**config.mk**
```make
export PLATFORM = sky130hd
export DESIGN_NAME = gpib_talker_listener_port
export DESIGN_NICKNAME = d
export VERILOG_FILES = /design/src/hw/gpib_pkg.sv /design/src/hw/gpib_acceptor.sv /design/src/hw/gpib_source.sv /design/src/hw/gpib_talker_listener_port.sv
export SDC_FILE = /design/constraint.sdc
export NUM_CORES = 1
export LEC_CHECK = 0
export BUFFER_PORTS_ARGS = -buffer_cell sky130_fd_sc_hd__buf_2
export CAP_MARGIN = 10
export CORE_MARGIN = 8
export CORE_UTILIZATION = 25
export DETAILED_ROUTE_END_ITERATION = 6
export GPL_ROUTABILITY_DRIVEN = 0
export REMOVE_ABC_BUFFERS = 1
export SYNTH_ARGS = -nofsm -noshare
export SYNTH_HDL_FRONTEND = slang
export SYNTH_SLANG_ARGS = --single-unit
```
**constraint.sdc**
```tcl
create_clock -name mclk -period 4.8 [get_ports mclk]
set_clock_uncertainty 0.05 [all_clocks]
set_input_delay 0.72 -clock mclk [delete_from_list [all_inputs] [get_ports mclk]]
set_output_delay 0.72 -clock mclk [all_outputs]
set_load 0.02 [all_outputs]
```
**src/hw/gpib_pkg.sv**
```systemverilog
/*
  constants, command codes and carrier types for the bus port.
  assumes one 100 MHz clock and bus lines given in asserted-true form.
*/
package gpib_pkg;
  localparam int          clk_mhz       = 100;
  // least settle time before data valid, ns
  localparam int          settle_ns     = 2000;
  localparam int          settle_calc   = (settle_ns * clk_mhz + 999) / 1000;
  localparam logic [7:0]  settle_cycles = settle_calc[7:0];

  // command bytes, low seven bits
  localparam logic [6:0]  cmd_gtl  = 7'h01;
  localparam logic [6:0]  cmd_sdc  = 7'h04;
  localparam logic [6:0]  cmd_ppc  = 7'h05;
  localparam logic [6:0]  cmd_get  = 7'h08;
  localparam logic [6:0]  cmd_llo  = 7'h11;
  localparam logic [6:0]  cmd_dcl  = 7'h14;
  localparam logic [6:0]  cmd_ppu  = 7'h15;
  localparam logic [6:0]  cmd_spe  = 7'h18;
  localparam logic [6:0]  cmd_spd  = 7'h19;
  localparam logic [6:0]  cmd_unl  = 7'h3F;
  localparam logic [6:0]  cmd_unt  = 7'h5F;
  localparam logic [1:0]  grp_listen = 2'h1;
  localparam logic [1:0]  grp_talk   = 2'h2;

  localparam int          rqs_bit       = 6;
  localparam int          local_key_idx = 0;
  localparam int          key_count     = 8;

  typedef enum logic [1:0] {
    trig_ext = 2'h0,
    trig_bus = 2'h1,
    trig_imm = 2'h2
  } trig_src_t;

  typedef struct packed {
    logic [7:0] data;
    logic       last;
  } byte_t;

  typedef struct packed {
    logic [7:0] dio;
    logic       dav;
    logic       nrfd;
    logic       ndac;
    logic       eoi;
    logic       atn;
    logic       ifc;
    logic       ren;
  } bus_in_t;

  typedef struct packed {
    logic [7:0] dio;
    logic       dio_oe;
    logic       dav;
    logic       dav_oe;
    logic       nrfd;
    logic       nrfd_oe;
    logic       ndac;
    logic       ndac_oe;
    logic       eoi;
    logic       eoi_oe;
    logic       srq;
    logic       srq_oe;
  } bus_out_t;
endpackage : gpib_pkg

```
**src/hw/gpib_acceptor.sv**
```systemverilog
/*
  acceptor three-wire handshake, one byte per cycle of dav.
  assumes bus lines are synchronous and given asserted-true.
*/
`timescale 1ns/1ps
module gpib_acceptor (
  // clock and reset
  input  wire logic           mclk,
  input  wire logic           rst_n,
  // control
  input  wire logic           active,
  input  wire logic           ready,
  // bus
  input  wire logic           dav,
  input  wire logic [7:0]     dio,
  input  wire logic           eoi,
  output logic                nrfd_assert,
  output logic                ndac_assert,
  // captured byte
  output logic                take,
  output gpib_pkg::byte_t     rx
);
  typedef enum logic [1:0] {
    ah_not_ready = 2'h0,
    ah_ready     = 2'h1,
    ah_accept    = 2'h3,
    ah_wait      = 2'h2
  } ah_state_t;

  ah_state_t       state, next_state;
  logic            next_take;
  gpib_pkg::byte_t next_rx;

  always_comb
  begin
    next_state = state;
    next_take  = 1'b0;
    next_rx    = rx;
    unique case (state)
      ah_not_ready:
        if (ready) next_state = ah_ready;
      ah_ready:
        if (dav)
        begin
          next_state = ah_accept;
          next_rx    = '{data: dio, last: eoi};
          next_take  = 1'b1;
        end
        else if (!ready) next_state = ah_not_ready;
      ah_accept:
        next_state = ah_wait;
      ah_wait:
        if (!dav) next_state = ah_not_ready;
    endcase
    if (!active) next_state = ah_not_ready;
  end

  always_ff @(posedge mclk)
  begin
    if (!rst_n)
    begin
      state <= ah_not_ready;
      take  <= 1'b0;
      rx    <= '0;
    end
    else
    begin
      state <= next_state;
      take  <= next_take;
      rx    <= next_rx;
    end
  end

  assign nrfd_assert = active && (state != ah_ready);
  assign ndac_assert = active && (state != ah_accept) && (state != ah_wait);
endmodule : gpib_acceptor

```
**src/hw/gpib_source.sv**
```systemverilog
/*
  source three-wire handshake with settle delay before data valid.
  assumes listeners obey the acceptor handshake.
*/
`timescale 1ns/1ps
module gpib_source (
  // clock and reset
  input  wire logic           mclk,
  input  wire logic           rst_n,
  // control
  input  wire logic           active,
  input  wire logic           start,
  input  wire gpib_pkg::byte_t tx,
  output logic                busy,
  output logic                done,
  // bus
  input  wire logic           nrfd,
  input  wire logic           ndac,
  output logic                dav_assert,
  output gpib_pkg::byte_t     out
);
  typedef enum logic [1:0] {
    sh_idle    = 2'h0,
    sh_settle  = 2'h1,
    sh_valid   = 2'h3,
    sh_release = 2'h2
  } sh_state_t;

  sh_state_t       state, next_state;
  logic [7:0]      cnt, next_cnt;
  logic            next_done;
  gpib_pkg::byte_t next_out;

  always_comb
  begin
    next_state = state;
    next_cnt   = cnt;
    next_done  = 1'b0;
    next_out   = out;
    unique case (state)
      sh_idle:
        if (start)
        begin
          next_state = sh_settle;
          next_out   = tx;
          next_cnt   = 8'h00;
        end
      sh_settle:
      begin
        if (cnt < gpib_pkg::settle_cycles) next_cnt = cnt + 8'h01;
        if (cnt >= gpib_pkg::settle_cycles - 8'h01 && !nrfd && ndac)
          next_state = sh_valid;
      end
      sh_valid:
        if (!ndac)
        begin
          next_state = sh_release;
          next_done  = 1'b1;
        end
      sh_release:
        if (ndac) next_state = sh_idle;
    endcase
    if (!active) next_state = sh_idle;
  end

  always_ff @(posedge mclk)
  begin
    if (!rst_n)
    begin
      state <= sh_idle;
      cnt   <= 8'h00;
      done  <= 1'b0;
      out   <= '0;
    end
    else
    begin
      state <= next_state;
      cnt   <= next_cnt;
      done  <= next_done;
      out   <= next_out;
    end
  end

  assign busy       = (state != sh_idle);
  assign dav_assert = (state == sh_valid);
endmodule : gpib_source

```
**src/hw/gpib_talker_listener_port.sv**
```systemverilog
/*
  instrument side of the bus: addressing, talk and listen data paths,
  serial poll, service request, remote/local, clear and trigger.
  assumes bus lines synchronous to mclk, asserted-true, resolved outside.
*/
`timescale 1ns/1ps
// Summary of operation
// - full source and acceptor handshakes carry multi-byte messages over dav, nrfd, ndac.
// - basic talker with serial poll; own listen address ends talker state.
// - basic listener; own talk address ends listener state.
// - srq asserted while a service request stands and has not yet been serially polled.
// - local mode passes front panel; bus command switches to remote.
// - in remote all front panel keys are ignored except the local key.
// - keypad lockout also blocks local key; only remote select command, ren release or reset restores local.
// - universal and selected device clear both perform a device clear.
// - addressed group trigger or common trigger command fires a trigger.
// - go-to-local is ignored; remote select command with zero returns local.
// - trigger source is external input, bus commands, or immediate.
// - every command and data byte passes through the handshake as talker or listener.
// - recognise attention, clear, addresses, unlisten, untalk, poll; send status with rqs.
module gpib_talker_listener_port (
  // clock and reset
  input  wire logic                mclk,
  input  wire logic                rst_n,
  // bus pins
  input  wire gpib_pkg::bus_in_t   bus_in,
  output gpib_pkg::bus_out_t       bus_out,
  input  wire logic [4:0]          my_addr,
  // talk data
  input  wire logic                tx_valid,
  input  wire gpib_pkg::byte_t     tx,
  output logic                     tx_ready,
  // listen data
  output logic                     rx_valid,
  output gpib_pkg::byte_t          rx,
  input  wire logic                rx_ready,
  input  wire logic                eos_enable,
  input  wire logic [7:0]          eos_char,
  // service request
  input  wire logic [7:0]          status_byte,
  input  wire logic                service_req,
  // front panel and remote control
  input  wire logic [7:0]          keys_in,
  output logic [7:0]               keys_out,
  input  wire logic                lockout_cmd,
  input  wire logic                remote_mode_select_command,
  input  wire logic                remote_mode_arg,
  output logic                     remote,
  output logic                     lockout,
  // trigger and clear
  input  wire gpib_pkg::trig_src_t trig_src,
  input  wire logic                ext_trig,
  input  wire logic                trg_cmd,
  input  wire logic                trig_arm,
  output logic                     trigger,
  output logic                     dev_clear,
  // state
  output logic                     talker,
  output logic                     listener,
  output logic                     serial_poll
);
  logic            ah_active, ah_ready, ah_nrfd, ah_ndac, ah_take;
  gpib_pkg::byte_t ah_byte;
  logic            sh_active, sh_start, sh_busy, sh_done, sh_dav;
  gpib_pkg::byte_t sh_byte, sh_out;

  logic            cmd_take, data_take;
  logic [6:0]      cmd;
  logic            is_mla, is_mta, is_ota;
  logic            poll_send;
  logic            srq_sent, next_srq_sent;
  logic            ext_prev;
  logic            next_talker, next_listener, next_serial_poll;
  logic            next_remote, next_lockout;
  logic            next_trigger, next_dev_clear;
  logic            next_rx_valid;
  gpib_pkg::byte_t next_rx;
  logic [7:0]      next_keys_out;

  // handshake engines
  gpib_acceptor u_acceptor (
    .mclk        (mclk),
    .rst_n       (rst_n),
    .active      (ah_active),
    .ready       (ah_ready),
    .dav         (bus_in.dav),
    .dio         (bus_in.dio),
    .eoi         (bus_in.eoi),
    .nrfd_assert (ah_nrfd),
    .ndac_assert (ah_ndac),
    .take        (ah_take),
    .rx          (ah_byte)
  );

  gpib_source u_source (
    .mclk       (mclk),
    .rst_n      (rst_n),
    .active     (sh_active),
    .start      (sh_start),
    .tx         (sh_byte),
    .busy       (sh_busy),
    .done       (sh_done),
    .nrfd       (bus_in.nrfd),
    .ndac       (bus_in.ndac),
    .dav_assert (sh_dav),
    .out        (sh_out)
  );

  // acceptor joins every command byte, data bytes only when listening
  assign ah_active = !bus_in.ifc && (bus_in.atn || listener);
  assign ah_ready  = bus_in.atn || !rx_valid;
  assign cmd_take  = ah_take && bus_in.atn;
  assign data_take = ah_take && !bus_in.atn && listener;
  assign cmd       = ah_byte.data[6:0];

  // address decode
  assign is_mla = (cmd[6:5] == gpib_pkg::grp_listen) && (cmd[4:0] == my_addr)
                  && (cmd != gpib_pkg::cmd_unl);
  assign is_mta = (cmd[6:5] == gpib_pkg::grp_talk) && (cmd[4:0] == my_addr)
                  && (cmd != gpib_pkg::cmd_unt);
  assign is_ota = (cmd[6:5] == gpib_pkg::grp_talk) && (cmd[4:0] != my_addr)
                  && (cmd != gpib_pkg::cmd_unt);

  // source talks only while addressed and attention is released
  assign sh_active = talker && !bus_in.atn && !bus_in.ifc;
  assign poll_send = sh_active && serial_poll && !sh_busy;
  assign tx_ready  = sh_active && !serial_poll && !sh_busy;
  assign sh_start  = poll_send || (tx_ready && tx_valid);

  always_comb
  begin
    sh_byte = tx;
    if (serial_poll)
    begin
      sh_byte.data          = status_byte;
      sh_byte.data[gpib_pkg::rqs_bit] = service_req && !srq_sent;
      sh_byte.last          = 1'b0;
    end
  end

  // addressing and serial poll state
  always_comb
  begin
    next_talker      = talker;
    next_listener    = listener;
    next_serial_poll = serial_poll;
    if (cmd_take)
    begin
      if (is_mla)
      begin
        next_listener = 1'b1;
        next_talker   = 1'b0;
      end
      if (is_mta)
      begin
        next_talker   = 1'b1;
        next_listener = 1'b0;
      end
      if (is_ota || cmd == gpib_pkg::cmd_unt) next_talker = 1'b0;
      if (cmd == gpib_pkg::cmd_unl) next_listener = 1'b0;
      if (cmd == gpib_pkg::cmd_spe) next_serial_poll = 1'b1;
      if (cmd == gpib_pkg::cmd_spd) next_serial_poll = 1'b0;
    end
    if (bus_in.ifc)
    begin
      next_talker      = 1'b0;
      next_listener    = 1'b0;
      next_serial_poll = 1'b0;
    end
  end

  always_ff @(posedge mclk)
  begin
    if (!rst_n)
    begin
      talker      <= 1'b0;
      listener    <= 1'b0;
      serial_poll <= 1'b0;
    end
    else
    begin
      talker      <= next_talker;
      listener    <= next_listener;
      serial_poll <= next_serial_poll;
    end
  end

  // service request: released once polled, rearmed when request drops
  always_comb
  begin
    next_srq_sent = srq_sent;
    if (!service_req) next_srq_sent = 1'b0;
    else if (sh_done && serial_poll) next_srq_sent = 1'b1;
  end

  always_ff @(posedge mclk)
  begin
    if (!rst_n) srq_sent <= 1'b0;
    else srq_sent <= next_srq_sent;
  end

  // listen data holding register
  always_comb
  begin
    next_rx_valid = rx_valid;
    next_rx       = rx;
    if (rx_valid && rx_ready) next_rx_valid = 1'b0;
    if (data_take)
    begin
      next_rx_valid = 1'b1;
      next_rx.data  = ah_byte.data;
      next_rx.last  = ah_byte.last || (eos_enable && ah_byte.data == eos_char);
    end
    if (dev_clear) next_rx_valid = 1'b0;
  end

  always_ff @(posedge mclk)
  begin
    if (!rst_n)
    begin
      rx_valid <= 1'b0;
      rx       <= '0;
    end
    else
    begin
      rx_valid <= next_rx_valid;
      rx       <= next_rx;
    end
  end

  // remote, local and keypad lockout
  always_comb
  begin
    next_remote   = remote;
    next_lockout  = lockout;
    next_keys_out = remote ? 8'h00 : keys_in;
    if (cmd_take && is_mla && bus_in.ren) next_remote = 1'b1;
    if (cmd_take && cmd == gpib_pkg::cmd_llo) next_lockout = 1'b1;
    if (lockout_cmd) next_lockout = 1'b1;
    if (remote && !lockout && keys_in[gpib_pkg::local_key_idx])
      next_remote = 1'b0;
    if (remote_mode_select_command)
      next_remote = remote_mode_arg;
    if (!bus_in.ren)
    begin
      next_remote  = 1'b0;
      next_lockout = 1'b0;
    end
  end

  always_ff @(posedge mclk)
  begin
    if (!rst_n)
    begin
      remote   <= 1'b0;
      lockout  <= 1'b0;
      keys_out <= 8'h00;
    end
    else
    begin
      remote   <= next_remote;
      lockout  <= next_lockout;
      keys_out <= next_keys_out;
    end
  end

  // clear and trigger; go-to-local and poll setup bytes fall through
  always_comb
  begin
    next_dev_clear = cmd_take && ((cmd == gpib_pkg::cmd_dcl) ||
                     (listener && cmd == gpib_pkg::cmd_sdc));
    next_trigger   = 1'b0;
    unique case (trig_src)
      gpib_pkg::trig_ext: next_trigger = ext_trig && !ext_prev;
      gpib_pkg::trig_bus: next_trigger = trg_cmd ||
                          (cmd_take && listener && cmd == gpib_pkg::cmd_get);
      gpib_pkg::trig_imm: next_trigger = trig_arm;
      default:            next_trigger = 1'b0;
    endcase
  end

  always_ff @(posedge mclk)
  begin
    if (!rst_n)
    begin
      dev_clear <= 1'b0;
      trigger   <= 1'b0;
      ext_prev  <= 1'b0;
    end
    else
    begin
      dev_clear <= next_dev_clear;
      trigger   <= next_trigger;
      ext_prev  <= ext_trig;
    end
  end

  // pin drive; open-collector lines use enable as the pull
  always_comb
  begin
    bus_out         = '0;
    bus_out.dio     = sh_out.data;
    bus_out.dio_oe  = sh_active && sh_busy;
    bus_out.dav     = 1'b1;
    bus_out.dav_oe  = sh_active && sh_dav;
    bus_out.eoi     = 1'b1;
    bus_out.eoi_oe  = sh_active && sh_busy && sh_out.last;
    bus_out.nrfd    = 1'b1;
    bus_out.nrfd_oe = ah_nrfd;
    bus_out.ndac    = 1'b1;
    bus_out.ndac_oe = ah_ndac;
    bus_out.srq     = 1'b1;
    bus_out.srq_oe  = service_req && !srq_sent;
  end
  // no atn, ifc or parallel poll drive exists on this port
endmodule : gpib_talker_listener_port

```
==> impl_metrics.prom, run 1 <==
# TYPE chip_impl_metric gauge
chip_impl_metric{name="setup_violations",unit=""} 0
chip_impl_metric{name="fin_nets",unit=""} 480
chip_impl_info{name="synth_top_area_cell",value="sky130_fd_sc_hd__dfxtp_1"} 1
chip_impl_metric{name="grt_pass1_wl",unit="um"} 12300
chip_impl_metric{name="antenna_violations_before_repair",unit=""} 0
chip_impl_metric{name="routed_wirelength",unit="um"} 7930
chip_impl_metric{name="vdd.ir_drop.worst",unit="V"} 0.000133
chip_impl_metric{name="ant_nets",unit=""} 0
chip_impl_metric{name="grtUsageTotal",unit="%"} 10.8
chip_impl_metric{name="synth.avg_cell_area",unit="um^2"} 8.45
chip_impl_info{name="post_synth_main_area_contributors",value="sky130_fd_sc_hd__dfxtp_1 43%, sky130_fd_sc_hd__nand2_1 6.5%, sky130_fd_sc_hd__a21oi_1 4.6%"} 1
chip_impl_metric{name="drc",unit=""} 0
chip_impl_info{name="cpMaxStageDelayCell",value="sky130_fd_sc_hd__or3b_1"} 1
chip_impl_metric{name="postCtsSetupRepairBufs",unit=""} 0
chip_impl_metric{name="core-area",unit="mm^2"} 0.0107
chip_impl_metric{name="cts_buffers",unit=""} 9
chip_impl_metric{name="synth_async_sr_flop_share",unit="%"} 0
chip_impl_metric{name="floorplan.die.width",unit="um"} 120
chip_impl_metric{name="layout-drive-gt1-share",unit="%"} 31.2
chip_impl_metric{name="maximum_number_of_pins_on_one_net_before_global_route_repair",unit=""} 23
chip_impl_metric{name="first_global_vias",unit=""} 2467
chip_impl_metric{name="clockBufferDepth",unit=""} 2
chip_impl_metric{name="ctsHtreeMaxLevel",unit=""} 3
chip_impl_metric{name="max-cap-violations",unit=""} 0
chip_impl_info{name="crit_path_frequent_cell",value="sky130_fd_sc_hd__buf_2"} 1
chip_impl_metric{name="antennaDiodeCount",unit=""} 0
chip_impl_info{name="startpoint_type",value="primary input"} 1
chip_impl_metric{name="maximum_single_stage_delay_on_the_critical_path",unit="ns"} 0.50
chip_impl_metric{name="whs",unit="ns"} 0.405
chip_impl_metric{name="overflow",unit=""} 0
chip_impl_metric{name="worst-endpoint-arrival",unit="ns"} 2.01
chip_impl_metric{name="worst_pin_slew",unit="ns"} 0.900
chip_impl_metric{name="num_vias",unit=""} 2549
chip_impl_info{name="cts_tree",value="done"} 1
chip_impl_metric{name="period_minus_slack",unit="ns"} 2.78
chip_impl_info{name="yosys.cell_count.top_type",value="sky130_fd_sc_hd__dfxtp_1"} 1
chip_impl_info{name="clock_root_buffer",value="sky130_fd_sc_hd__clkbuf_8"} 1
chip_impl_metric{name="die_area",unit="mm^2"} 0.0145
chip_impl_metric{name="crit_path_max_fanout",unit=""} 8
chip_impl_metric{name="floorplan.initialDensity",unit="%"} 25.3
chip_impl_metric{name="post_cts_resize_count",unit=""} 0
chip_impl_metric{name="cts.sinks",unit=""} 59
chip_impl_metric{name="critical_path.n_buffers_inverters",unit=""} 2
chip_impl_metric{name="detailedPlacementHpwl",unit="um"} 6070
chip_impl_info{name="grt_setup_unrepaired",value="false"} 1
chip_impl_metric{name="mapped_cell_area",unit="mm^2"} 0.00272
chip_impl_metric{name="firstDrtPassIters",unit=""} 4
chip_impl_metric{name="floorplan.io_pins",unit=""} 112
chip_impl_metric{name="power.leakage",unit="nW"} 1.46
chip_impl_info{name="post_synth_most_frequent_cells",value="59 x sky130_fd_sc_hd__dfxtp_1, 47 x sky130_fd_sc_hd__nand2_1, 27 x sky130_fd_sc_hd__nor2_1, 25 x sky130_fd_sc_hd__a21oi_1, 15 x sky130_fd_sc_hd__buf_4"} 1
chip_impl_info{name="cp-end-kind",value="output pin"} 1
chip_impl_metric{name="pwr_density_cell",unit="mW/mm^2"} 303
chip_impl_metric{name="yosysSeqAreaShare",unit="%"} 43.4
chip_impl_info{name="synth_ff_type",value="sky130_fd_sc_hd__dfxtp_1"} 1
chip_impl_info{name="critical_path.top_delay_family",value="simple AND/OR/NAND/NOR gates"} 1
chip_impl_metric{name="yosys.cell_types.count",unit=""} 52
chip_impl_metric{name="areaGrowthSynthToFinish",unit="%"} 27.3
chip_impl_metric{name="final_max_slew_viol_count",unit=""} 0
chip_impl_metric{name="fp.dieH",unit="um"} 120
chip_impl_metric{name="placementRows",unit=""} 38
chip_impl_info{name="worstSetupPathType",value="primary input to output pin"} 1
chip_impl_metric{name="dr.first_iter.drc_count",unit=""} 119
chip_impl_metric{name="data_required_time_at_the_worst_endpoint",unit="ns"} 4.03
chip_impl_metric{name="setup_tns",unit="ns"} 0
chip_impl_metric{name="synth_top_area_share",unit="%"} 43.4
chip_impl_info{name="list_of_cells_traversed_by_the_critical_path",value="buf_2 -> or3b_1 -> nor4_1 -> buf_2"} 1
chip_impl_metric{name="hold_viol",unit=""} 0
chip_impl_metric{name="worst_slew_margin_rel",unit="%"} 39.2
chip_impl_info{name="min_path_type",value="flip-flop to flip-flop"} 1
chip_impl_metric{name="postSynthCellCount",unit=""} 322
chip_impl_metric{name="holdBufCountCts",unit=""} 0
chip_impl_metric{name="clk-insertion-delay-late",unit="ns"} 0.34
chip_impl_info{name="run_status",value="finished clean"} 1
chip_impl_metric{name="clock_edge_transition_at_the_registers_on_the_reported_setup_and_hold_paths",unit="ns"} 0.07
chip_impl_metric{name="vias_per_cell",unit=""} 4.58
chip_impl_metric{name="synth-warning-count",unit=""} 0
chip_impl_metric{name="synth-edff-count",unit=""} 0
chip_impl_metric{name="route.detailed.wl_per_inst",unit="um"} 14.2
chip_impl_metric{name="fmaxAchievable",unit="GHz"} 0.360
chip_impl_metric{name="synth_register_bits",unit=""} 59
chip_impl_metric{name="timing.final.crit_share",unit="%"} 57.8
chip_impl_metric{name="numPortBuffers",unit=""} 105
-- per-stage QoR --
step / worst slack [ns] / std cells / power (mW) / util, % / area [um^2]
finish: 2.02 / 557 / 1.05 / 32.2 / 3460
global route: 1.97 / 557 / 1.10 / 32.2 / 3460
CTS: 2.02 / 557 / 1.07 / 32.2 / 3460
detailed placement: 2.03 / 541 / 0.601 / 30.3 / 3260
global placement: 2.02 / 541 / 0.599 / 30.3 / 3260
floorplan: 2.13 / 295 / 0.553 / - / 2550
-- area by class of cell --
cell class,count,area (um^2)
fillers,1195,7280
multi-input cells,227,1340
flip-flops and latches,59,1180
repair buffers,106,533
well taps,140,175
clock buffers,9,124
clock inverters,7,77.6
inverters,9,33.8
-- flip-flops by register name, indices dropped and copies added (netlist names) --
name,flops
u_acceptor.take,1
serial_poll,1
remote,1
listener,1
srq_sent,1
dev_clear,1
ext_prev,1
rx,9
rx_valid,1
keys_out,8
u_source.state,2
u_source.out,9
u_source.done,1
lockout,1
trigger,1
u_acceptor.rx,9
u_source.cnt,8
u_acceptor.state,2
talker,1
-- placed cells by master (no fill, tap or decap), types with 3 or more instances in the layout --
| cell | netlist | routed |
|---|---|---|
| sky130_fd_sc_hd__nor4_1 | 4 | 4 |
| sky130_fd_sc_hd__and3_1 | 5 | 5 |
| sky130_fd_sc_hd__a21oi_1 | 25 | 25 |
| sky130_fd_sc_hd__nor3_1 | 9 | 9 |
| sky130_fd_sc_hd__xor2_1 | 12 | 12 |
| sky130_fd_sc_hd__nand3_1 | 11 | 11 |
| sky130_fd_sc_hd__or2_2 | 3 | 3 |
| sky130_fd_sc_hd__dfxtp_1 | 59 | 59 |
| sky130_fd_sc_hd__a211oi_1 | 7 | 7 |
| sky130_fd_sc_hd__nand4_1 | 3 | 3 |
| sky130_fd_sc_hd__xnor2_1 | 6 | 6 |
| sky130_fd_sc_hd__nor2_1 | 27 | 27 |
| sky130_fd_sc_hd__mux2i_1 | 8 | 8 |
| sky130_fd_sc_hd__a31oi_1 | 4 | 4 |
| sky130_fd_sc_hd__conb_1 | 1 | 5 |
| sky130_fd_sc_hd__o21ai_0 | 5 | 5 |
| sky130_fd_sc_hd__and2_1 | 11 | 11 |
| sky130_fd_sc_hd__clkinvlp_4 | 0 | 4 |
| sky130_fd_sc_hd__buf_2 | 2 | 105 |
| sky130_fd_sc_hd__inv_1 | 8 | 8 |
| sky130_fd_sc_hd__clkbuf_8 | 0 | 9 |
| sky130_fd_sc_hd__nand2_1 | 47 | 47 |
-- metal layers --
layer | track usage (%) | up-vias | wire [um]
li1 | - | 1277 | -
met1 | 12.9 | 1161 | 3520
met2 | 17.3 | 102 | 3590
met3 | 4.48 | 9 | 737
met4 | 3.59 | 0 | 89
met5 | 0 | - | 0
-- where the power goes --
group / internal (mW) / leakage, nW / total [mW] / switching, mW
logic: 0.0378 / 0.894 / 0.0862 / 0.0484
clock network: 0.242 / 0.0881 / 0.460 / 0.219
registers: 0.497 / 0.478 / 0.502 / 0.00540
total: 0.776 / 1.46 / 1.05 / 0.272
-- cells by family (layout without fill, tap and decap cells) --
logic type      Yosys count  in the layout  synth area share [%]
compound gates           60             60                  14.7
simple gates            135            135                  24.6
mux                       8              8                  2.94
flops                    59             59                  43.4
xor+xnor                 18             18                  5.80
fa+ha+maj                 1              1                 0.460
buf+inv                  40            131                  7.96
other cells               1              5                 0.138
-- final timing paths --
check | from | endpoint | slack [ns] | cells after the start
worst min register to register | dev_clear | rx_valid | 0.41 | 1
worst max-delay path | bus_in[2] | tx_ready | 2.02 | 4
worst min-delay path | dev_clear | rx_valid | 0.41 | 1
worst max register to register | serial_poll | u_source.out[7] | 2.67 | 4
(Power assumes the default switching activity.)
==> run 2: changes to the inputs <==
clock period = 2.8 ns   (was 4.8 ns; I/O delays follow)
==> run 2 against run 1 <==
Die area stayed put. Critical path depth fell by 1. Wire length increased by 1.5%. Register-to-register slack got worse by 1.8 ns. Utilization up 0.44 points. Cell count up 0.54%. First-iteration DRC count is 18% lower. Combinational power increased by 73%. Worst setup slack lost 1.5 ns.
==> impl_metrics.prom, run 2 (same netlist as run 1, synthesis figures left out) <==
# TYPE chip_impl_metric gauge
chip_impl_metric{name="floorplan.io_pins",unit=""} 112
chip_impl_metric{name="postCtsSetupRepairBufs",unit=""} 0
chip_impl_metric{name="final_core_util",unit="%"} 32.7
chip_impl_info{name="final_common_cell",value="sky130_fd_sc_hd__buf_2"} 1
chip_impl_metric{name="grt_pass1_wl",unit="um"} 12800
chip_impl_metric{name="worst_slew_margin_rel",unit="%"} 38.8
chip_impl_metric{name="clock_edge_transition_at_the_registers_on_the_reported_setup_and_hold_paths",unit="ns"} 0.07
chip_impl_metric{name="holdBufCountCts",unit=""} 0
chip_impl_metric{name="num_vias",unit=""} 2520
chip_impl_metric{name="overflow",unit=""} 0
chip_impl_metric{name="dr.first_iter.drc_count",unit=""} 97
chip_impl_metric{name="cell_count_of_the_worst_reg_to_reg_path",unit=""} 4
chip_impl_metric{name="setup_violations",unit=""} 0
chip_impl_info{name="crit-reg2reg-capture",value="u_source.cnt[0]"} 1
chip_impl_info{name="min_path_type",value="primary input to flip-flop"} 1
chip_impl_info{name="crit-reg2reg-launch",value="u_source.cnt[4]"} 1
chip_impl_metric{name="floorplan.initialDensity",unit="%"} 25.3
chip_impl_metric{name="vias_per_cell",unit=""} 4.50
chip_impl_info{name="cts_tree",value="done"} 1
chip_impl_metric{name="route.detailed.wl_per_inst",unit="um"} 14.4
chip_impl_metric{name="ctsHtreeMaxLevel",unit=""} 3
chip_impl_metric{name="final_critical_path_setup_slack",unit="ns"} 0.544
chip_impl_metric{name="antenna_violations_before_repair",unit=""} 0
chip_impl_metric{name="data_required_time_at_the_worst_endpoint",unit="ns"} 2.33
chip_impl_info{name="cp-end-kind",value="output pin"} 1
chip_impl_metric{name="crit_path_max_fanout",unit=""} 5
chip_impl_metric{name="fin_nets",unit=""} 483
chip_impl_metric{name="cts_buffers",unit=""} 9
chip_impl_info{name="startpoint_type",value="flip-flop"} 1
chip_impl_metric{name="floorplan.die.width",unit="um"} 120
chip_impl_info{name="worstSetupPathType",value="flip-flop to output pin"} 1
chip_impl_metric{name="timing.final.crit_share",unit="%"} 80.6
chip_impl_metric{name="core-area",unit="mm^2"} 0.0107
chip_impl_metric{name="setup_tns",unit="ns"} 0
chip_impl_metric{name="first_global_vias",unit=""} 2590
chip_impl_metric{name="detailedPlacementHpwl",unit="um"} 6260
chip_impl_info{name="clock_root_buffer",value="sky130_fd_sc_hd__clkbuf_8"} 1
chip_impl_metric{name="post_cts_resize_count",unit=""} 0
chip_impl_metric{name="vdd.ir_drop.worst",unit="V"} 0.000182
chip_impl_metric{name="hold_viol",unit=""} 0
chip_impl_info{name="timing.hold.worst.start",value="bus_in[4]"} 1
chip_impl_metric{name="areaGrowthSynthToFinish",unit="%"} 29.0
chip_impl_info{name="largestRegisters",value="rx: 9 flops, u_acceptor.rx: 9 flops, u_source.out: 9 flops"} 1
chip_impl_metric{name="cts.sinks",unit=""} 59
chip_impl_metric{name="fp.dieH",unit="um"} 120
chip_impl_info{name="worst_setup_sp",value="talker"} 1
chip_impl_metric{name="routed_wirelength",unit="um"} 8050
chip_impl_info{name="run_status",value="finished clean"} 1
chip_impl_metric{name="placementRows",unit=""} 38
chip_impl_metric{name="fill_cells",unit=""} 1191
chip_impl_metric{name="worst-r2r-setup-slack",unit="ns"} 0.86
chip_impl_metric{name="max-cap-violations",unit=""} 0
chip_impl_metric{name="layout-drive-gt1-share",unit="%"} 31.7
chip_impl_metric{name="firstDrtPassIters",unit=""} 4
chip_impl_metric{name="worst_pin_slew",unit="ns"} 0.907
chip_impl_metric{name="clockBufferDepth",unit=""} 2
chip_impl_metric{name="fmaxAchievable",unit="GHz"} 0.443
chip_impl_metric{name="antennaDiodeCount",unit=""} 0
chip_impl_metric{name="worst-endpoint-arrival",unit="ns"} 1.79
chip_impl_metric{name="die_area",unit="mm^2"} 0.0145
chip_impl_metric{name="maximum_number_of_pins_on_one_net_before_global_route_repair",unit=""} 18
chip_impl_metric{name="final_max_slew_viol_count",unit=""} 0
chip_impl_metric{name="worstHoldPathCells",unit=""} 2
chip_impl_metric{name="detailedPlace.worstSlack",unit="ns"} 0.650
chip_impl_info{name="min_delay_worst_endpoint",value="u_source.done"} 1
chip_impl_metric{name="drc",unit=""} 0
chip_impl_info{name="most_frequent_cells_in_the_layout",value="105 x sky130_fd_sc_hd__buf_2, 59 x sky130_fd_sc_hd__dfxtp_1, 47 x sky130_fd_sc_hd__nand2_1, 27 x sky130_fd_sc_hd__nor2_1, 25 x sky130_fd_sc_hd__a21oi_1"} 1
chip_impl_metric{name="numPortBuffers",unit=""} 105
chip_impl_metric{name="ant_nets",unit=""} 0
chip_impl_metric{name="clk-insertion-delay-late",unit="ns"} 0.33
chip_impl_metric{name="grtUsageTotal",unit="%"} 11.1
chip_impl_metric{name="pwr_density_cell",unit="mW/mm^2"} 541
chip_impl_metric{name="period_minus_slack",unit="ns"} 2.26
chip_impl_metric{name="power.leakage",unit="nW"} 1.50
chip_impl_info{name="grt_setup_unrepaired",value="false"} 1
[run 2: per-layer routing]
metal  global-route usage [%]  part of all wire, %  vias to the layer above
met2                     17.6                   45                       95
li1                         -                    -                     1281
met4                     3.59                 0.84                        0
met1                     13.0                   45                     1137
met5                        0                    0                        -
met3                     5.22                  9.3                        7
[run 2: layout make-up]
class | count | area (um^2) | area share (%)
Multi-Input combinational cell | 227 | 1340 | 38.1
Sequential cell | 59 | 1180 | 33.7
Timing Repair Buffer | 109 | 556 | 15.8
Tap cell | 140 | 175 | 4.99
Clock buffer | 10 | 138 | 3.92
Clock inverter | 6 | 88.8 | 2.53
Inverter | 9 | 33.8 | 0.963
[run 2: worst max path at each step]
stage	to	slack, ns	depth (start not counted)
after global routing	tx_ready	0.41	3
after floorplan	tx_ready	0.70	2
after detailed placement	tx_ready	0.65	4
final	tx_ready	0.54	3
after global placement	tx_ready	0.62	4
after CTS	tx_ready	0.53	3
[run 2: power breakdown]
part | switching (mW) | internal (mW)
registers | 0.00959 | 0.852
logic | 0.0834 | 0.0657
clock network | 0.361 | 0.525
[run 2: worst max-delay path, cell delays in order (launching register included)]
cell and delay, ns:
sky130_fd_sc_hd__dfxtp_1 0.36, sky130_fd_sc_hd__or3b_1 0.48, sky130_fd_sc_hd__nor4_1 0.37, sky130_fd_sc_hd__buf_2 0.25
[run 2: stage by stage]
stage	hold slack (ns)	std cells	power, mW	instance area, um^2
detailed placement	0.394	544	1.03	3280
global placement	0.393	544	1.03	3280
global route	0.218	560	1.98	3510
floorplan	0.385	295	0.948	2550
CTS	0.216	560	1.93	3510
finish	0.233	560	1.90	3510
==> run 3: changes to the inputs <==
ABC_AREA = 1   (was default)
clock period = 2.05 ns   (was 2.8 ns; I/O delays follow)
==> run 3 against run 2 <==
Register-to-register slack got worse by 0.42 ns. Critical path depth up 2. Worst setup slack got worse by 0.25 ns. Die area increased by 5.3%. Clock power grew 67%. Non-clock buffer count shrank 1. Wire length up 3.8%. Area after synthesis increased by 6.2%. Sequential power increased by 37%. Sequential share of layout area decreased by 2.1 points. Worst hold slack worse by 0.11 ns. Critical path type unchanged. Highest routed layer unchanged.
==> impl_metrics.prom, run 3 <==
# TYPE chip_impl_metric gauge
chip_impl_metric{name="synth-xor-area-share",unit="%"} 1.82
chip_impl_metric{name="worst-r2r-setup-slack",unit="ns"} 0.44
chip_impl_metric{name="post_cts_resize_count",unit=""} 0
chip_impl_metric{name="postLayoutCellArea",unit="mm^2"} 0.00375
chip_impl_metric{name="data_required_time_at_the_worst_endpoint",unit="ns"} 1.69
chip_impl_info{name="cp-end-kind",value="output pin"} 1
chip_impl_metric{name="detailedPlace.worstSlack",unit="ns"} 0.393
chip_impl_metric{name="final_core_util",unit="%"} 33.0
chip_impl_metric{name="core-area",unit="mm^2"} 0.0114
chip_impl_metric{name="placementRows",unit=""} 39
chip_impl_info{name="yosys.cell_count.top_type",value="sky130_fd_sc_hd__nand2_1"} 1
chip_impl_metric{name="floorplan.io_pins",unit=""} 112
chip_impl_metric{name="synth_register_bits",unit=""} 59
chip_impl_info{name="post_synth_most_frequent_cells",value="66 x sky130_fd_sc_hd__nand2_1, 59 x sky130_fd_sc_hd__dfxtp_1, 47 x sky130_fd_sc_hd__inv_1, 44 x sky130_fd_sc_hd__nor2_1, 35 x sky130_fd_sc_hd__a21oi_1"} 1
chip_impl_metric{name="power.share.switching",unit="%"} 23.0
chip_impl_metric{name="dr.first_iter.drc_count",unit=""} 175
chip_impl_info{name="synth_top_family_by_area",value="simple AND/OR/NAND/NOR gates"} 1
chip_impl_metric{name="fin_nets",unit=""} 566
chip_impl_info{name="largestRegisters",value="rx: 9 flops, u_acceptor.rx: 9 flops, u_source.out: 9 flops"} 1
chip_impl_metric{name="share_seq_of_total_power",unit="%"} 40.8
chip_impl_info{name="synth_ff_type",value="sky130_fd_sc_hd__dfxtp_1"} 1
chip_impl_info{name="final_common_cell",value="sky130_fd_sc_hd__buf_2"} 1
chip_impl_info{name="clock_root_buffer",value="sky130_fd_sc_hd__clkbuf_16"} 1
chip_impl_metric{name="fp.dieH",unit="um"} 123
chip_impl_metric{name="period_minus_slack",unit="ns"} 1.76
chip_impl_metric{name="vias_per_cell",unit=""} 4.41
chip_impl_metric{name="synth-adder-area-share",unit="%"} 0.433
chip_impl_metric{name="worst_pin_slew",unit="ns"} 0.595
chip_impl_metric{name="num_vias",unit=""} 2851
chip_impl_metric{name="placedCellCount",unit=""} 630
chip_impl_info{name="grt_setup_unrepaired",value="false"} 1
chip_impl_metric{name="setup_tns",unit="ns"} 0
chip_impl_info{name="startpoint_type",value="flip-flop"} 1
chip_impl_metric{name="postSynthCellCount",unit=""} 401
chip_impl_info{name="min_path_type",value="primary input to flip-flop"} 1
chip_impl_metric{name="netSwitchingPower",unit="mW"} 0.666
chip_impl_metric{name="design_power_total",unit="mW"} 2.90
chip_impl_metric{name="ctsHtreeMaxLevel",unit=""} 3
chip_impl_metric{name="cell_count_of_the_worst_reg_to_reg_path",unit=""} 2
chip_impl_metric{name="routed_wirelength",unit="um"} 8360
chip_impl_metric{name="whs",unit="ns"} 0.127
chip_impl_metric{name="maximum_number_of_pins_on_one_net_before_global_route_repair",unit=""} 21
chip_impl_metric{name="synth-simple-area-share",unit="%"} 27.5
chip_impl_info{name="run_status",value="finished clean"} 1
chip_impl_info{name="most_frequent_cells_in_the_layout",value="105 x sky130_fd_sc_hd__buf_2, 66 x sky130_fd_sc_hd__nand2_1, 59 x sky130_fd_sc_hd__dfxtp_1, 47 x sky130_fd_sc_hd__inv_1, 44 x sky130_fd_sc_hd__nor2_1"} 1
chip_impl_metric{name="synth-edff-count",unit=""} 0
chip_impl_metric{name="overflow",unit=""} 0
chip_impl_metric{name="clockBufferDepth",unit=""} 2
chip_impl_metric{name="layout.cells.non_filler",unit=""} 647
chip_impl_metric{name="final_max_slew_viol_count",unit=""} 0
chip_impl_metric{name="synth_async_sr_flop_share",unit="%"} 0
chip_impl_metric{name="antenna_violations_before_repair",unit=""} 1
chip_impl_metric{name="numPortBuffers",unit=""} 105
chip_impl_metric{name="postCtsSetupRepairBufs",unit=""} 0
chip_impl_metric{name="floorplan.die.width",unit="um"} 123
chip_impl_metric{name="worst_slew_margin_rel",unit="%"} 60.3
chip_impl_metric{name="floorplan.initialDensity",unit="%"} 25.4
chip_impl_info{name="timing.hold.worst.start",value="ext_trig"} 1
chip_impl_info{name="crit-reg2reg-launch",value="serial_poll"} 1
chip_impl_metric{name="worstHoldPathCells",unit=""} 3
chip_impl_metric{name="crit_path_max_fanout",unit=""} 4
chip_impl_metric{name="synth-warning-count",unit=""} 0
chip_impl_metric{name="internal_power_summed_over_all_cells",unit="mW"} 2.23
chip_impl_info{name="cts_tree",value="done"} 1
chip_impl_metric{name="max-cap-violations",unit=""} 0
chip_impl_metric{name="final_critical_path_setup_slack",unit="ns"} 0.294
chip_impl_metric{name="worst-endpoint-arrival",unit="ns"} 1.40
chip_impl_metric{name="hold_viol",unit=""} 0
chip_impl_metric{name="fmaxAchievable",unit="GHz"} 0.570
chip_impl_info{name="synth_top_area_cell",value="sky130_fd_sc_hd__dfxtp_1"} 1
chip_impl_metric{name="route.detailed.wl_per_inst",unit="um"} 12.9
chip_impl_metric{name="holdBufCountCts",unit=""} 0
chip_impl_metric{name="grtUsageTotal",unit="%"} 11.6
chip_impl_metric{name="clock_edge_transition_at_the_registers_on_the_reported_setup_and_hold_paths",unit="ns"} 0.05
chip_impl_metric{name="synth_compound_gate_area_share",unit="%"} 15.2
chip_impl_metric{name="timing.final.crit_share",unit="%"} 85.6
chip_impl_metric{name="grt_pass1_wl",unit="um"} 13800
chip_impl_metric{name="cts.sinks",unit=""} 59
chip_impl_metric{name="first_global_vias",unit=""} 2991
chip_impl_metric{name="die_area",unit="mm^2"} 0.0152
chip_impl_metric{name="areaGrowthSynthToFinish",unit="%"} 29.8
chip_impl_metric{name="drc",unit=""} 0
chip_impl_metric{name="layout-drive-gt1-share",unit="%"} 30.0
chip_impl_metric{name="yosysSeqAreaShare",unit="%"} 40.9
chip_impl_metric{name="pwr_density_cell",unit="mW/mm^2"} 772
chip_impl_metric{name="synth_top_area_share",unit="%"} 40.9
chip_impl_metric{name="firstDrtPassIters",unit=""} 4
chip_impl_metric{name="synth_mux_area_share",unit="%"} 0
chip_impl_metric{name="mapped_cell_area",unit="mm^2"} 0.00289
chip_impl_metric{name="dpl_cell_area",unit="mm^2"} 0.00345
chip_impl_metric{name="clk-insertion-delay-late",unit="ns"} 0.33
chip_impl_info{name="min_delay_worst_endpoint",value="ext_prev"} 1
chip_impl_metric{name="detailedPlacementHpwl",unit="um"} 6690
chip_impl_metric{name="ant_nets",unit=""} 0
chip_impl_info{name="worstSetupPathType",value="flip-flop to output pin"} 1
chip_impl_info{name="post_synth_main_area_contributors",value="sky130_fd_sc_hd__dfxtp_1 41%, sky130_fd_sc_hd__nand2_1 8.6%, sky130_fd_sc_hd__inv_1 6.1%"} 1
chip_impl_info{name="crit-reg2reg-capture",value="serial_poll"} 1
chip_impl_metric{name="setup_violations",unit=""} 0
chip_impl_metric{name="synth.avg_cell_area",unit="um^2"} 7.20
chip_impl_metric{name="yosys.cell_types.count",unit=""} 38
chip_impl_metric{name="vdd.ir_drop.worst",unit="V"} 0.000503
chip_impl_metric{name="pwr-share-comb",unit="%"} 8.0
chip_impl_metric{name="clkPwrFrac",unit="%"} 51.2
chip_impl_metric{name="power.leakage",unit="nW"} 1.81
chip_impl_metric{name="cts_buffers",unit=""} 9
## run 3: worst max path at each step
stage                                 start  depth (start not counted)              end  slack [ns]
after detailed placement        serial_poll                          2      serial_poll        0.39
after floorplan                      talker                          4  u_source.out[0]        0.50
after global placement          serial_poll                          2      serial_poll        0.53
after global routing      u_source.state[1]                          5       bus_out[2]        0.22
final                     u_source.state[1]                          5       bus_out[2]        0.29
after CTS                 u_source.state[1]                          5       bus_out[2]        0.28
## run 3: per-layer routing
layer  global-route usage (%)  vias to the layer above  share of wire (%)
met5                        0                        -                  0
met4                     5.49                        0                2.9
met3                     4.47                       12                7.6
met2                     18.9                       93                 45
met1                     13.1                     1269                 44
li1                         -                     1477                  -
## run 3: power by group through the flow
stage               combinational (mW)  sequential (mW)  clock (mW)
floorplan                       0.0995             1.22           0
global placement                 0.229             1.21           0
detailed placement               0.233             1.21           0
CTS                              0.234             1.18        1.54
global route                     0.259             1.18        1.58
finish                           0.232             1.18        1.48
## run 3: logic make-up after synthesis
| logic type | after synthesis |
|---|---|
| simple gates | 169 |
| buf+inv | 84 |
| compound gates | 81 |
| flops | 59 |
| xor+xnor | 6 |
| fa+ha+maj | 1 |
| other cells | 1 |
## run 3: final cells by class
| cell class | count | area, um^2 |
|---|---|---|
| fill | 1239 | 7620 |
| timing repair buffer | 108 | 548 |
| clock inverter | 5 | 52.6 |
| tap | 143 | 179 |
| sequential | 59 | 1180 |
| clock buffer | 11 | 243 |
| antenna | 1 | 2.50 |
| multi-input combinational | 262 | 1320 |
| inverter | 58 | 225 |
## run 3: worst max-delay path: stages (launching register included)
cell and delay [ns]:
sky130_fd_sc_hd__dfxtp_1 0.40, sky130_fd_sc_hd__inv_2 0.09, sky130_fd_sc_hd__nand2_4 0.09, sky130_fd_sc_hd__inv_1 0.07, sky130_fd_sc_hd__nor3b_1 0.22, sky130_fd_sc_hd__buf_2 0.20
